===== config.mk =====
export PLATFORM = sky130hd
export DESIGN_NAME = sdr_spi_data
export DESIGN_NICKNAME = d
export VERILOG_FILES = /design/src/sdr_pkg.sv /design/src/sdr_spi_data.sv
export VERILOG_INCLUDE_DIRS = /design/src
export SDC_FILE = /design/constraint.sdc
export NUM_CORES = 1
export LEC_CHECK = 0
export ABC_AREA = 1
export BUFFER_PORTS_ARGS = -buffer_cell sky130_fd_sc_hd__buf_2
export CAP_MARGIN = 30
export CORE_UTILIZATION = 38
export CTS_CLUSTER_DIAMETER = 30
export DETAILED_ROUTE_END_ITERATION = 8
export PLACE_DENSITY = 0.66
export RECOVER_POWER = 50
export SYNTH_ARGS = -nofsm -noshare
export SYNTH_HDL_FRONTEND = slang
export SYNTH_SLANG_ARGS = --single-unit

===== constraint.sdc =====
create_clock -name clock -period 2 [get_ports clock]
set_clock_uncertainty 0.2 [all_clocks]
set_input_delay 0.4 -clock clock [delete_from_list [all_inputs] [get_ports clock]]
set_output_delay 0.4 -clock clock [all_outputs]
set_load 0.02 [all_outputs]

===== src/sdr_map.svh =====
`ifndef SDR_MAP_SVH
`define SDR_MAP_SVH

// ----------------------------------------------------------------
// Register indices, byte address is four times the index
// ----------------------------------------------------------------
`define SDR_IDX_CTRL      3'h0
`define SDR_IDX_STAT      3'h3
`define SDR_IDX_DHI       3'h4
`define SDR_IDX_DLO       3'h5
`define SDR_IDX_IRQ       3'h6
`define SDR_IDX_MASK      3'h7

// ----------------------------------------------------------------
// Field positions
// ----------------------------------------------------------------
`define SDR_CTRL_EN       0
`define SDR_CTRL_MSTR     1
`define SDR_CTRL_BAUD_LO  4
`define SDR_CTRL_BAUD_HI  7
`define SDR_STAT_RCF      7
`define SDR_STAT_TEF      5
`define SDR_STAT_HELD     0
`define SDR_EV_RX         0
`define SDR_EV_TX         1
`define SDR_EV_DROP       2

// ----------------------------------------------------------------
// Reset values and timing counts
// ----------------------------------------------------------------
`define SDR_RESET_BYTE    8'h00
`define SDR_RESET_WORD    16'h0000
`define SDR_HALF_EXTRA    5'h03
`define SDR_LAST_BIT      5'h0f

`endif


===== src/sdr_pkg.sv =====
package sdr_pkg;

    // ------------------------------------------------------------
    // Types
    // ------------------------------------------------------------
    typedef enum logic {ST_IDLE, ST_RUN} sdr_state_t;

    typedef struct packed {
        logic sck;
        logic mosi;
        logic miso;
        logic ss_n;
    } sdr_pin_in_t;

    typedef struct packed {
        logic sck;
        logic sck_oe_n;
        logic mosi;
        logic mosi_oe_n;
        logic miso;
        logic miso_oe_n;
        logic ss_n;
    } sdr_pin_out_t;

endpackage


===== src/sdr_spi_data.sv =====
// What this block does
// - Sixteen-bit data register, two byte halves, reset zero
// - Master starts queued data after current transfer
// - Empty flag shows register accepts new data
// - Frame copied, flag set when flag clear
// - Second frame held, data register unchanged
// - Serviced before third start: held frame moves
// - Serviced after third start: held frame dropped

`include "sdr_map.svh"

module sdr_spi_data (
    // Clock and reset
    input  wire logic                 clock,
    input  wire logic                 resetn,
    // AHB-Lite slave
    input  wire logic                 hsel,
    input  wire logic [31:0]          haddr,
    input  wire logic [1:0]           htrans,
    input  wire logic                 hwrite,
    input  wire logic [2:0]           hsize,
    input  wire logic [31:0]          hwdata,
    input  wire logic                 hready,
    output logic                      hreadyout,
    output logic                      hresp,
    output logic [31:0]               hrdata,
    // Serial pins
    input  wire sdr_pkg::sdr_pin_in_t pin_in,
    output sdr_pkg::sdr_pin_out_t     pin_out,
    // Interrupt
    output logic                      irq
);
    import sdr_pkg::*;

    // ------------------------------------------------------------
    // Declarations
    // ------------------------------------------------------------
    logic [7:0]   ctrl_reg;
    logic [7:0]   tx_hi_reg;
    logic [15:0]  tx_buf_reg;
    logic [15:0]  data_rx_reg;
    logic [15:0]  held_reg;
    logic         held_valid_reg;
    logic         rcf_reg;
    logic         tef_reg;
    logic         armed_reg;
    logic [2:0]   irq_stat_reg;
    logic [2:0]   irq_stat_next;
    logic [2:0]   irq_mask_reg;
    logic         irq_reg;
    logic         wr_pend_reg;
    logic [2:0]   wr_idx_reg;
    logic [31:0]  hrdata_reg;
    logic         hreadyout_reg;
    sdr_state_t   state_reg;
    logic [15:0]  shift_reg;
    logic         sample_reg;
    logic [4:0]   bit_cnt_reg;
    logic [4:0]   div_cnt_reg;
    sdr_pin_out_t pin_out_reg;
    sdr_pin_in_t  pin_meta_reg;
    sdr_pin_in_t  pin_sync_reg;
    logic         sck_prev_reg;
    logic         ss_prev_reg;

    logic         addr_ok;
    logic         rd_now;
    logic         rd_stat;
    logic         rd_dlo;
    logic         rd_irq;
    logic         svc;
    logic         wr_ctrl;
    logic         wr_dhi;
    logic         wr_dlo;
    logic         wr_mask;
    logic         enabled;
    logic         master;
    logic         xfer_start;
    logic         rise_ev;
    logic         fall_ev;
    logic         frame_done;
    logic [15:0]  frame_data;
    logic         take_frame;
    logic         move_held;
    logic         drop_held;
    logic [2:0]   events;
    logic [7:0]   rd_value;

    // ------------------------------------------------------------
    // Address decode
    // ------------------------------------------------------------
    function automatic logic [2:0] word_idx(input logic [31:0] a);
        return a[4:2];
    endfunction

    function automatic logic is_mapped(input logic [31:0] a);
        logic [2:0] i;
        i = a[4:2];
        return (a[31:5] == 27'h0000000) && (a[1:0] == 2'h0) &&
               (i == `SDR_IDX_CTRL || i == `SDR_IDX_STAT || i == `SDR_IDX_DHI ||
                i == `SDR_IDX_DLO || i == `SDR_IDX_IRQ || i == `SDR_IDX_MASK);
    endfunction

    assign addr_ok = hsel & htrans[1] & hready;
    assign rd_now  = addr_ok & ~hwrite & is_mapped(haddr);
    assign rd_stat = rd_now & (word_idx(haddr) == `SDR_IDX_STAT);
    assign rd_dlo  = rd_now & (word_idx(haddr) == `SDR_IDX_DLO);
    assign rd_irq  = rd_now & (word_idx(haddr) == `SDR_IDX_IRQ);
    assign svc     = rd_dlo & armed_reg;
    assign wr_ctrl = wr_pend_reg & (wr_idx_reg == `SDR_IDX_CTRL);
    assign wr_dhi  = wr_pend_reg & (wr_idx_reg == `SDR_IDX_DHI);
    assign wr_dlo  = wr_pend_reg & (wr_idx_reg == `SDR_IDX_DLO);
    assign wr_mask = wr_pend_reg & (wr_idx_reg == `SDR_IDX_MASK);
    assign enabled = ctrl_reg[`SDR_CTRL_EN];
    assign master  = ctrl_reg[`SDR_CTRL_MSTR];

    always_comb begin
        case (word_idx(haddr))
            `SDR_IDX_CTRL: rd_value = ctrl_reg;
            `SDR_IDX_STAT: rd_value = {rcf_reg, 1'b0, tef_reg, 4'h0, held_valid_reg};
            `SDR_IDX_DHI:  rd_value = data_rx_reg[15:8];
            `SDR_IDX_DLO:  rd_value = data_rx_reg[7:0];
            `SDR_IDX_IRQ:  rd_value = {5'h00, irq_stat_reg};
            `SDR_IDX_MASK: rd_value = {5'h00, irq_mask_reg};
            default:       rd_value = 8'h00;
        endcase
    end

    // ------------------------------------------------------------
    // Bus slave, zero wait states
    // ------------------------------------------------------------
    // Read data is sampled in the address phase, so a read right
    // behind a write to the same register sees the old value.
    always_ff @(posedge clock or negedge resetn) begin
        if (!resetn) begin
            wr_pend_reg   <= 1'b0;
            wr_idx_reg    <= 3'h0;
            hrdata_reg    <= 32'h00000000;
            hreadyout_reg <= 1'b0;
        end else begin
            wr_pend_reg   <= addr_ok & hwrite & is_mapped(haddr);
            wr_idx_reg    <= word_idx(haddr);
            hrdata_reg    <= rd_now ? {24'h000000, rd_value} : 32'h00000000;
            hreadyout_reg <= 1'b1;
        end
    end

    // ------------------------------------------------------------
    // Control and transmit side
    // ------------------------------------------------------------
    always_ff @(posedge clock or negedge resetn) begin
        if (!resetn) begin
            ctrl_reg     <= `SDR_RESET_BYTE;
            irq_mask_reg <= 3'h0;
            tx_hi_reg    <= `SDR_RESET_BYTE;
            tx_buf_reg   <= `SDR_RESET_WORD;
        end else begin
            if (wr_ctrl)
                ctrl_reg <= hwdata[7:0];
            if (wr_mask)
                irq_mask_reg <= hwdata[2:0];
            if (wr_dhi)
                tx_hi_reg <= hwdata[7:0];
            if (wr_dlo)
                tx_buf_reg <= {tx_hi_reg, hwdata[7:0]};
        end
    end

    // Low-byte write queues the word; a write in the start cycle
    // is a new word, so it leaves the flag clear.
    always_ff @(posedge clock or negedge resetn) begin
        if (!resetn) begin
            tef_reg <= 1'b1;
        end else if (wr_dlo) begin
            tef_reg <= 1'b0;
        end else if (xfer_start) begin
            tef_reg <= 1'b1;
        end
    end

    // ------------------------------------------------------------
    // Receive side
    // ------------------------------------------------------------
    assign take_frame = frame_done & (~rcf_reg | (svc & ~held_valid_reg));
    assign move_held  = svc & held_valid_reg;
    assign drop_held  = xfer_start & held_valid_reg & ~svc;

    always_ff @(posedge clock or negedge resetn) begin
        if (!resetn) begin
            armed_reg <= 1'b0;
        end else if (rd_stat) begin
            armed_reg <= rcf_reg;
        end else if (rd_dlo) begin
            armed_reg <= 1'b0;
        end
    end

    always_ff @(posedge clock or negedge resetn) begin
        if (!resetn) begin
            data_rx_reg    <= `SDR_RESET_WORD;
            held_reg       <= `SDR_RESET_WORD;
            held_valid_reg <= 1'b0;
            rcf_reg        <= 1'b0;
        end else if (take_frame) begin
            data_rx_reg <= frame_data;
            rcf_reg     <= 1'b1;
        end else if (move_held) begin
            data_rx_reg    <= held_reg;
            held_valid_reg <= 1'b0;
        end else if (frame_done) begin
            held_reg       <= frame_data;
            held_valid_reg <= 1'b1;
        end else if (drop_held) begin
            held_valid_reg <= 1'b0;
        end else if (svc) begin
            rcf_reg <= 1'b0;
        end
    end

    // ------------------------------------------------------------
    // Interrupts
    // ------------------------------------------------------------
    assign events = {drop_held, xfer_start, take_frame | move_held};

    always_comb begin
        irq_stat_next = (rd_irq ? 3'h0 : irq_stat_reg) | events;
    end

    always_ff @(posedge clock or negedge resetn) begin
        if (!resetn) begin
            irq_stat_reg <= 3'h0;
            irq_reg      <= 1'b0;
        end else begin
            irq_stat_reg <= irq_stat_next;
            irq_reg      <= |(irq_stat_next & irq_mask_reg);
        end
    end

    // ------------------------------------------------------------
    // Pin synchronisers
    // ------------------------------------------------------------
    always_ff @(posedge clock or negedge resetn) begin
        if (!resetn) begin
            pin_meta_reg <= '{sck: 1'b0, mosi: 1'b0, miso: 1'b0, ss_n: 1'b1};
            pin_sync_reg <= '{sck: 1'b0, mosi: 1'b0, miso: 1'b0, ss_n: 1'b1};
            sck_prev_reg <= 1'b0;
            ss_prev_reg  <= 1'b1;
        end else begin
            pin_meta_reg <= pin_in;
            pin_sync_reg <= pin_meta_reg;
            sck_prev_reg <= pin_sync_reg.sck;
            ss_prev_reg  <= pin_sync_reg.ss_n;
        end
    end

    // ------------------------------------------------------------
    // Shift engine, clock idle low, sample on rise, shift on fall
    // ------------------------------------------------------------
    // Half period is baud plus four cycles so the synchronised
    // input has settled before the master samples it.
    always_comb begin
        xfer_start = 1'b0;
        rise_ev    = 1'b0;
        fall_ev    = 1'b0;
        if (enabled && state_reg == ST_IDLE) begin
            if (master)
                xfer_start = ~tef_reg;
            else
                xfer_start = ss_prev_reg & ~pin_sync_reg.ss_n;
        end
        if (state_reg == ST_RUN) begin
            if (master) begin
                rise_ev = (div_cnt_reg == ({1'b0, ctrl_reg[`SDR_CTRL_BAUD_HI:`SDR_CTRL_BAUD_LO]} + `SDR_HALF_EXTRA))
                          & ~pin_out_reg.sck;
                fall_ev = (div_cnt_reg == ({1'b0, ctrl_reg[`SDR_CTRL_BAUD_HI:`SDR_CTRL_BAUD_LO]} + `SDR_HALF_EXTRA))
                          & pin_out_reg.sck;
            end else begin
                rise_ev = pin_sync_reg.sck & ~sck_prev_reg;
                fall_ev = ~pin_sync_reg.sck & sck_prev_reg;
            end
        end
    end

    assign frame_data = {shift_reg[14:0], sample_reg};
    assign frame_done = fall_ev & (bit_cnt_reg == `SDR_LAST_BIT);

    always_ff @(posedge clock or negedge resetn) begin
        if (!resetn) begin
            state_reg   <= ST_IDLE;
            shift_reg   <= `SDR_RESET_WORD;
            sample_reg  <= 1'b0;
            bit_cnt_reg <= 5'h00;
            div_cnt_reg <= 5'h00;
        end else begin
            case (state_reg)
                ST_IDLE: begin
                    div_cnt_reg <= 5'h00;
                    if (xfer_start) begin
                        shift_reg   <= tx_buf_reg;
                        bit_cnt_reg <= 5'h00;
                        state_reg   <= ST_RUN;
                    end
                end
                ST_RUN: begin
                    div_cnt_reg <= (rise_ev | fall_ev) ? 5'h00 : div_cnt_reg + 5'h01;
                    if (rise_ev)
                        sample_reg <= master ? pin_sync_reg.miso : pin_sync_reg.mosi;
                    if (fall_ev) begin
                        shift_reg   <= frame_data;
                        bit_cnt_reg <= bit_cnt_reg + 5'h01;
                    end
                    // Slave deselected mid-frame or block disabled aborts
                    if (frame_done || !enabled || (!master && pin_sync_reg.ss_n))
                        state_reg <= ST_IDLE;
                end
                default: state_reg <= ST_IDLE;
            endcase
        end
    end

    // ------------------------------------------------------------
    // Pin drivers
    // ------------------------------------------------------------
    always_ff @(posedge clock or negedge resetn) begin
        if (!resetn) begin
            pin_out_reg <= '{sck: 1'b0, sck_oe_n: 1'b1, mosi: 1'b0, mosi_oe_n: 1'b1,
                             miso: 1'b0, miso_oe_n: 1'b1, ss_n: 1'b1};
        end else begin
            pin_out_reg.sck_oe_n  <= ~(enabled & master);
            pin_out_reg.mosi_oe_n <= ~(enabled & master);
            pin_out_reg.miso_oe_n <= ~(enabled & ~master & ~pin_sync_reg.ss_n);
            if (xfer_start) begin
                pin_out_reg.mosi <= tx_buf_reg[15];
                pin_out_reg.miso <= tx_buf_reg[15];
                pin_out_reg.ss_n <= ~master;
            end else if (fall_ev) begin
                pin_out_reg.mosi <= shift_reg[14];
                pin_out_reg.miso <= shift_reg[14];
            end
            if (master && (rise_ev || fall_ev))
                pin_out_reg.sck <= ~pin_out_reg.sck;
            if (state_reg == ST_RUN && (frame_done || !enabled)) begin
                pin_out_reg.ss_n <= 1'b1;
                pin_out_reg.sck  <= 1'b0;
            end
        end
    end

    assign hreadyout = hreadyout_reg;
    assign hresp     = 1'b0;
    assign hrdata    = hrdata_reg;
    assign pin_out   = pin_out_reg;
    assign irq       = irq_reg;
endmodule


# After elaboration in Yosys (flattened, before gate mapping)

Index checks and enable logic that the tools add are counted.

Bits in registers: 130
Input bits: 78
Logic and storage cells: 177
Output and inout bits: 42

Bitwise logic cells: 48
Eq/ne operators: 15
Add/subtract/negate cells: 3
Reductions and logical operators: 34
Mux-type cells: 41

Operators by type and width:

| operator                                            | count |
|---|---|
| case mux 8 bit (6 select lines)                     | 1 |
| two-way mux 16 bit                                  | 2 |
| two-way mux 15 bit                                  | 2 |
| case mux 15 bit (2 select lines)                    | 1 |
| AND 1 bit                                           | 28 |
| zero test 27 bit                                    | 1 |
| two-way mux 1 bit                                   | 27 |
| equality test 3 bit, second input constant          | 7 |
| case mux 5 bit (2 select lines)                     | 2 |
| two-way mux 5 bit                                   | 3 |
| inverter 1 bit                                      | 15 |
| nonzero test 2 bit                                  | 7 |
| adder 5 x 1 -> 5 bit, second input constant         | 2 |
| logical OR 1 bit                                    | 8 |
| two-way mux 8 bit                                   | 1 |
| logical AND 1 bit                                   | 6 |
| zero test 3 bit                                     | 2 |
| != test 2 bit, second input constant                | 3 |
| AND reduction 2 bit                                 | 3 |
| adder 4 x 2 -> 5 bit, second input constant         | 1 |
| equality test 5 x 4 -> 1 bit, second input constant | 1 |
| equality test 5 bit                                 | 1 |
| != test 2 x 1 -> 1 bit, second input constant       | 2 |
| AND reduction 4 bit                                 | 1 |
| 11 further kinds                                    | 14 |

# Logic depth before layout (Yosys ltp)

Depth in word-level cells: 17
Depth in mapped cells: 16
Mapped depth without buffers: 15

# Worst setup path before layout

Ideal clock, no wire load.

Path type: reg-to-reg
Start point: register ctrl_reg[4]
End point: register held_reg[10]
Arrival time: 1.910 ns
Stages on the path, launching flop included: 16
Buffers on the path: 1
Setup time: 0.117 ns
Clock period less this slack: 2.227 ns
Required time: 1.683 ns
Setup slack: -0.227 ns
Cells stage by stage: dfrtp_1 -> inv_1 -> ha_1 -> nand2_1 -> inv_1 -> nor2_1 -> nand3_1 -> nor2_2 -> nand3_2 -> a21oi_4 -> nand2_4 -> clkinv_4 -> nand3_4 -> buf_8 -> nand2_2 -> nand2_1

Longest elaborated chain between the ends: 9

RTL lines:

| what                             | RTL line            | text |
|---|---|---|
| start: declaration               | sdr_spi_data.sv:38  | `logic [7:0] ctrl_reg;` |
| start signal: assignment         | sdr_spi_data.sv:153 | `` ctrl_reg <= `SDR_RESET_BYTE; `` |
| start signal: assignment         | sdr_spi_data.sv:159 | `ctrl_reg <= hwdata[7:0];` |
| adder 4 x 2 -> 5 bit (no line) * | -                   |  |
| equality test 5 bit *            | sdr_spi_data.sv:275 | `` fall_ev = (div_cnt_reg == ({1'b0, ctrl_reg[`SDR_CTRL_BAUD_HI:`SDR_CTRL_BAUD_LO]} + `SDR_HALF_EXTRA)) `` |
| AND 1 bit *                      | sdr_spi_data.sv:275 |  |
| two-way mux 1 bit *              | sdr_spi_data.sv:272 | `if (master) begin` |
| two-way mux 1 bit *              | sdr_spi_data.sv:271 | `if (state_reg == ST_RUN) begin` |
| AND 1 bit *                      | sdr_spi_data.sv:285 | `` assign frame_done = fall_ev & (bit_cnt_reg == `SDR_LAST_BIT); `` |
| AND 1 bit                        | sdr_spi_data.sv:184 | `assign take_frame = frame_done & (~rcf_reg \| (svc & ~held_valid_reg));` |
| inverter 1 bit (no line)         | -                   |  |
| AND reduction 3 bit (no line) *  | -                   |  |
| end signal: assignment           | sdr_spi_data.sv:201 | `` held_reg <= `SDR_RESET_WORD; `` |
| end signal: assignment           | sdr_spi_data.sv:211 | `held_reg <= frame_data;` |
| end: declaration                 | sdr_spi_data.sv:42  | `logic [15:0] held_reg;` |

Every way passes the cells marked *; elsewhere a longest branch is shown, timed or not.
A chain may end at the register's enable or synchronous reset.

# Worst setup path after layout

Start point: register ctrl_reg[4]
End point: register data_rx_reg[10]

Longest elaborated chain between the ends: 8
Elaborated cells between the ends (all ways): 9
Classes of those cells: 1 x add/sub; 1 x eq/ne; 3 x mux; 3 x bitwise; 1 x reduce/logical

RTL lines:

| what                                                            | RTL line            | text |
|---|---|---|
| adder 4 x 2 -> 5 bit (no line) *                                | -                   |  |
| equality test 5 bit *                                           | sdr_spi_data.sv:275 |  |
| AND 1 bit *                                                     | sdr_spi_data.sv:275 |  |
| two-way mux 1 bit *                                             | sdr_spi_data.sv:272 |  |
| two-way mux 1 bit *                                             | sdr_spi_data.sv:271 |  |
| AND 1 bit *                                                     | sdr_spi_data.sv:285 |  |
| AND 1 bit *                                                     | sdr_spi_data.sv:184 |  |
| two-way mux 16 bit / nonzero test 2 bit (equally long branches) | -                   |  |
| end signal: assignment                                          | sdr_spi_data.sv:200 | `` data_rx_reg <= `SDR_RESET_WORD; `` |
| end signal: assignment                                          | sdr_spi_data.sv:205 | `data_rx_reg <= frame_data;` |
| end signal: assignment                                          | sdr_spi_data.sv:208 | `data_rx_reg <= held_reg;` |
| end: declaration                                                | sdr_spi_data.sv:41  | `logic [15:0] data_rx_reg;` |

Marks and branches as above.

==> results.txt <==
----------------------------------------------------
[Worst setup path]
  Startpoint of the worst setup timing path ... ctrl_reg[4]
  Endpoint arrival time on the critical path ... 2.45 ns
  Largest driver fanout on the critical path ... 8
  Kind of critical path ... flip-flop to flip-flop
  Kind of capture point of the worst setup path ... flip-flop
  Setup crit start kind ... flip-flop
  Worst path required time ... 2.09 ns
  Reg2reg start ... ctrl_reg[4]

[Synth]
  Mean instance size in the synthesized netlist ... 8.751 um^2
  Count of flip-flops with a built-in enable after synthesis ... 0
  Share of synthesized cell area in full adder, half adder and majority cells ... less than 1%
  Number of distinct library cell variants in the gate-level netlist after synthesis ... 44
  Synthesis Warnings ... 0
  Sequential share of the synthesized area ... 54.02%
  Mapped Cells ... between 600 and 700
  Area fraction in and, or, nand and nor cells after synthesis ... 25.84%
  Largest family of logic cells by synthesized area ... simple AND/OR/NAND/NOR gates
  Fraction of synthesized cell area in xor and xnor cells ... less than 1%
  Post-synthesis cell area ... 6038 um^2
  Async SR Flop Fraction ... 100.0%
  Synthesized-area fraction occupied by ao, oa, aoi and oai cells ... 8.972%
  Multiplexer area fraction after synthesis ... 0.1658%
  Flip-flop cell with the highest count after synthesis ... sky130_fd_sc_hd__dfrtp_1
  Post-synthesis register bit count ... 130

[Placement]
  HPWL after detailed placement ... about 10000 um
  IO Port Bufs ... 66
  Instance count after placement with tap cells included ... 991
  Final Wtd Congestion ... 0.8528
  Post-detailed-placement cell area ... approximately 6900 um^2

[Timing]
  Total of endpoints with negative setup slack in the final report ... 60
  Slack of the critical path ... -0.3582 ns
  Number of hold violations in the final report ... 0
  Worst-Margin Slew ... ~1.1 ns
  Relative max-transition margin ... 26.94%
  Ratio of final minimum period to clock period ... 117.9%
  Max Clk Rate ... 424.0 MHz
  Unrepaired setup endpoints after global routing ... true
  Final TNS setup ... -14.94 ns
  Crit path time final ... 2.358 ns
  Max-slew violations ... 0

[Global routing]
  Via count of the first global-routing pass ... 4760
  Maximum number of pins on one net before global-route repair ... 42
  Overall global routing resource usage ... between 10% and 20%
  First-pass GRT wire length ... roughly 24000 um
  Total congestion overflow ... 0
  Antenna violations before repair ... 0

[Floorplan]
  Initial standard-cell utilization of the core ... 39.28%
  Placement row count ... 45
  Width of the die ... 128.1 um
  Die outline height ... 128.1 um
  Core region area ... 15370 um^2
  I/O pin count ... 120
  Die area ... 16400 um^2

[CTS]
  Register clock-pin slew on the reported worst setup and hold paths ... 0.05 ns
  Clock buffers created by TritonCTS ... 17
  Number of clock sinks ... 130
  H-tree level count ... 4
  Clock buffer depth ... 2
  TritonCTS clock tree ... done
  Clock network latency to the later pin of the worst-skew pair ... 0.41 ns
  Root buffer cell ... sky130_fd_sc_hd__clkbuf_16

[Route]
  Detailed-route DRC error count ... 0
  DR vias ... 5049
  Wire length after detailed routing ... 15150 um
  Detailed-route wire length per cell ... 14.49 um
  DR pass1 iterations ... 4
  DR iter-0 viols ... 400
  ANT nets after route ... 0
  Post-DR vias/cell ... between 4 and 5

[Run]
  Number of max-capacitance violations reported ... 0

[Pwr]
  Switching share of total power ... ~21%
  Share of power burned in the clock network ... 52.1%
  Total power per unit cell area ... 744.6 nW/um^2
  Combinational cell fraction of total power ... 4.3%
  Internal power ... 4870 uW
  Power share of the sequential group ... a little over two fifths
  Reported leakage power ... 0.004146 uW
  Net switching power of the design ... 1260 uW
  Peak supply drop ... 584.0 uV

[Hold path]
  Worst min-delay path category ... input pin to flip-flop
  Hold_sp ... hwrite

[Status]
  Result of the run ... finished with violations
  Violated checks ... negative setup slack

[Final layout]
  Commonest non-fill, non-tap cells in the layout ... sky130_fd_sc_hd__nand2_1, sky130_fd_sc_hd__dfrtp_1, sky130_fd_sc_hd__buf_2
  Total Nets Final ... 904
  Ratio of cells with drive above 1 in the final layout ... 33.29%
  Most common cell after layout, fill and taps aside ... sky130_fd_sc_hd__nand2_1
  Diode count ... 0
  Area overhead of the layout relative to synthesis ... 36.32%
  Finished layout cell area ... 8232 um^2
  Number of standard cells in the final layout excluding fillers ... 1046

----------------------------------------------------
==> layer usage <==
layer / GRT usage [%] / part of all wire, %
met1: 27.06 / 45
met2: 30.66 / 48
met3: 4.591 / 5.3
met4: 5.121 / 1.1
met5: 0 / 0
==> cell families after synthesis <==
group           after synthesis
xor+xnor                      3
fa+ha+maj                     4
mux                           1
flops                       130
compound gates               92
buf+inv                     111
other cells                   2
simple gates                347
==> power groups by stage <==
stage / logic (uW) / clock network, uW / registers [uW]
after CTS: 271 / 3250 / 2670
after global placement: 258 / 0 / 2710
after floorplan: 135 / 0 / 2710
after global routing: 300 / 3360 / 2670
after detailed placement: 261 / 0 / 2710
final: 266 / 3190 / 2670
==> final cells by class <==
type	instances	area, um^2
clock inverter	9	126.4
multi-input combinational	476	2716
clock buffer	23	498.0
fill	1366	7139
tap	211	264.0
sequential	130	3262
inverter	58	249.0
timing repair buffer	139	1116
==> cell usage after synthesis, drive strengths merged, types with 3 or more instances <==
master  instances  share of area, %
a21oi          13               1.3
a22oi           3              0.37
a31oi           3              0.31
a41oi           4              0.58
buf            42               5.0
clkbuf         11              0.70
dfrtp         123                51
dfstp           7               3.0
ha              4              0.83
inv            55               3.4
nand2         192                13
nand3          72               6.5
nand4          19               2.1
nor2           55               3.8
nor3            3              0.25
o211ai         13               1.6
o21ai          53               4.4
or2             3              0.31
==> stage by stage <==
stage	setup slack [ns]	total power, uW	hold slack (ns)	util [%]
after detailed placement	-0.3357	2976	0.1396	45.14
after CTS	-0.3030	6191	0.01032	51.75
after floorplan	-0.2240	2849	-0.09559	-
final	-0.3582	6129	0.05878	53.55
after global placement	-0.3290	2972	0.1320	45.14
after global routing	-0.4733	6329	0.04796	53.55
==> worst max-delay path: stages, from the launching register on <==
cell                        delay (ns)
sky130_fd_sc_hd__dfrtp_1          0.40
sky130_fd_sc_hd__inv_2            0.07
sky130_fd_sc_hd__ha_4             0.19
sky130_fd_sc_hd__nand2_2          0.05
sky130_fd_sc_hd__inv_2            0.03
sky130_fd_sc_hd__nor2_2           0.09
sky130_fd_sc_hd__nand3_1          0.09
sky130_fd_sc_hd__nor2_2           0.12
sky130_fd_sc_hd__nand3_2          0.11
sky130_fd_sc_hd__a21oi_4          0.25
sky130_fd_sc_hd__nand3_4          0.24
sky130_fd_sc_hd__clkbuf_16        0.24
sky130_fd_sc_hd__nand3_2          0.06
sky130_fd_sc_hd__nand3_2          0.07
==> path summary, 6_finish.rpt <==
path | cells after the start | slack, ns | endpoint
setup / recovery | 13 | -0.36 | data_rx_reg[10]
hold / removal | 2 | 0.06 | wr_pend_reg
setup reg to reg | 13 | -0.36 | data_rx_reg[10]
hold reg to reg | 0 | 0.15 | pin_sync_reg[3]
max in group asynchronous | 3 | 0.20 | pin_out[1]
min in group asynchronous | 2 | 0.54 | data_rx_reg[13]
==> timing repair <==
| action | in CTS | in global routing |
|---|---|---|
| cloned | 7 | 3 |
| buffers inserted | 7 | 3 |
| resized for setup | 40 | 62 |
| endpoints found under the hold margin | 43 | 0 |
| hold buffers | 6 | 0 |
| endpoints found under the setup margin | 65 | 66 |
| pin swaps | 10 | 21 |
Note: power is estimated with default switching activity, not from simulation.
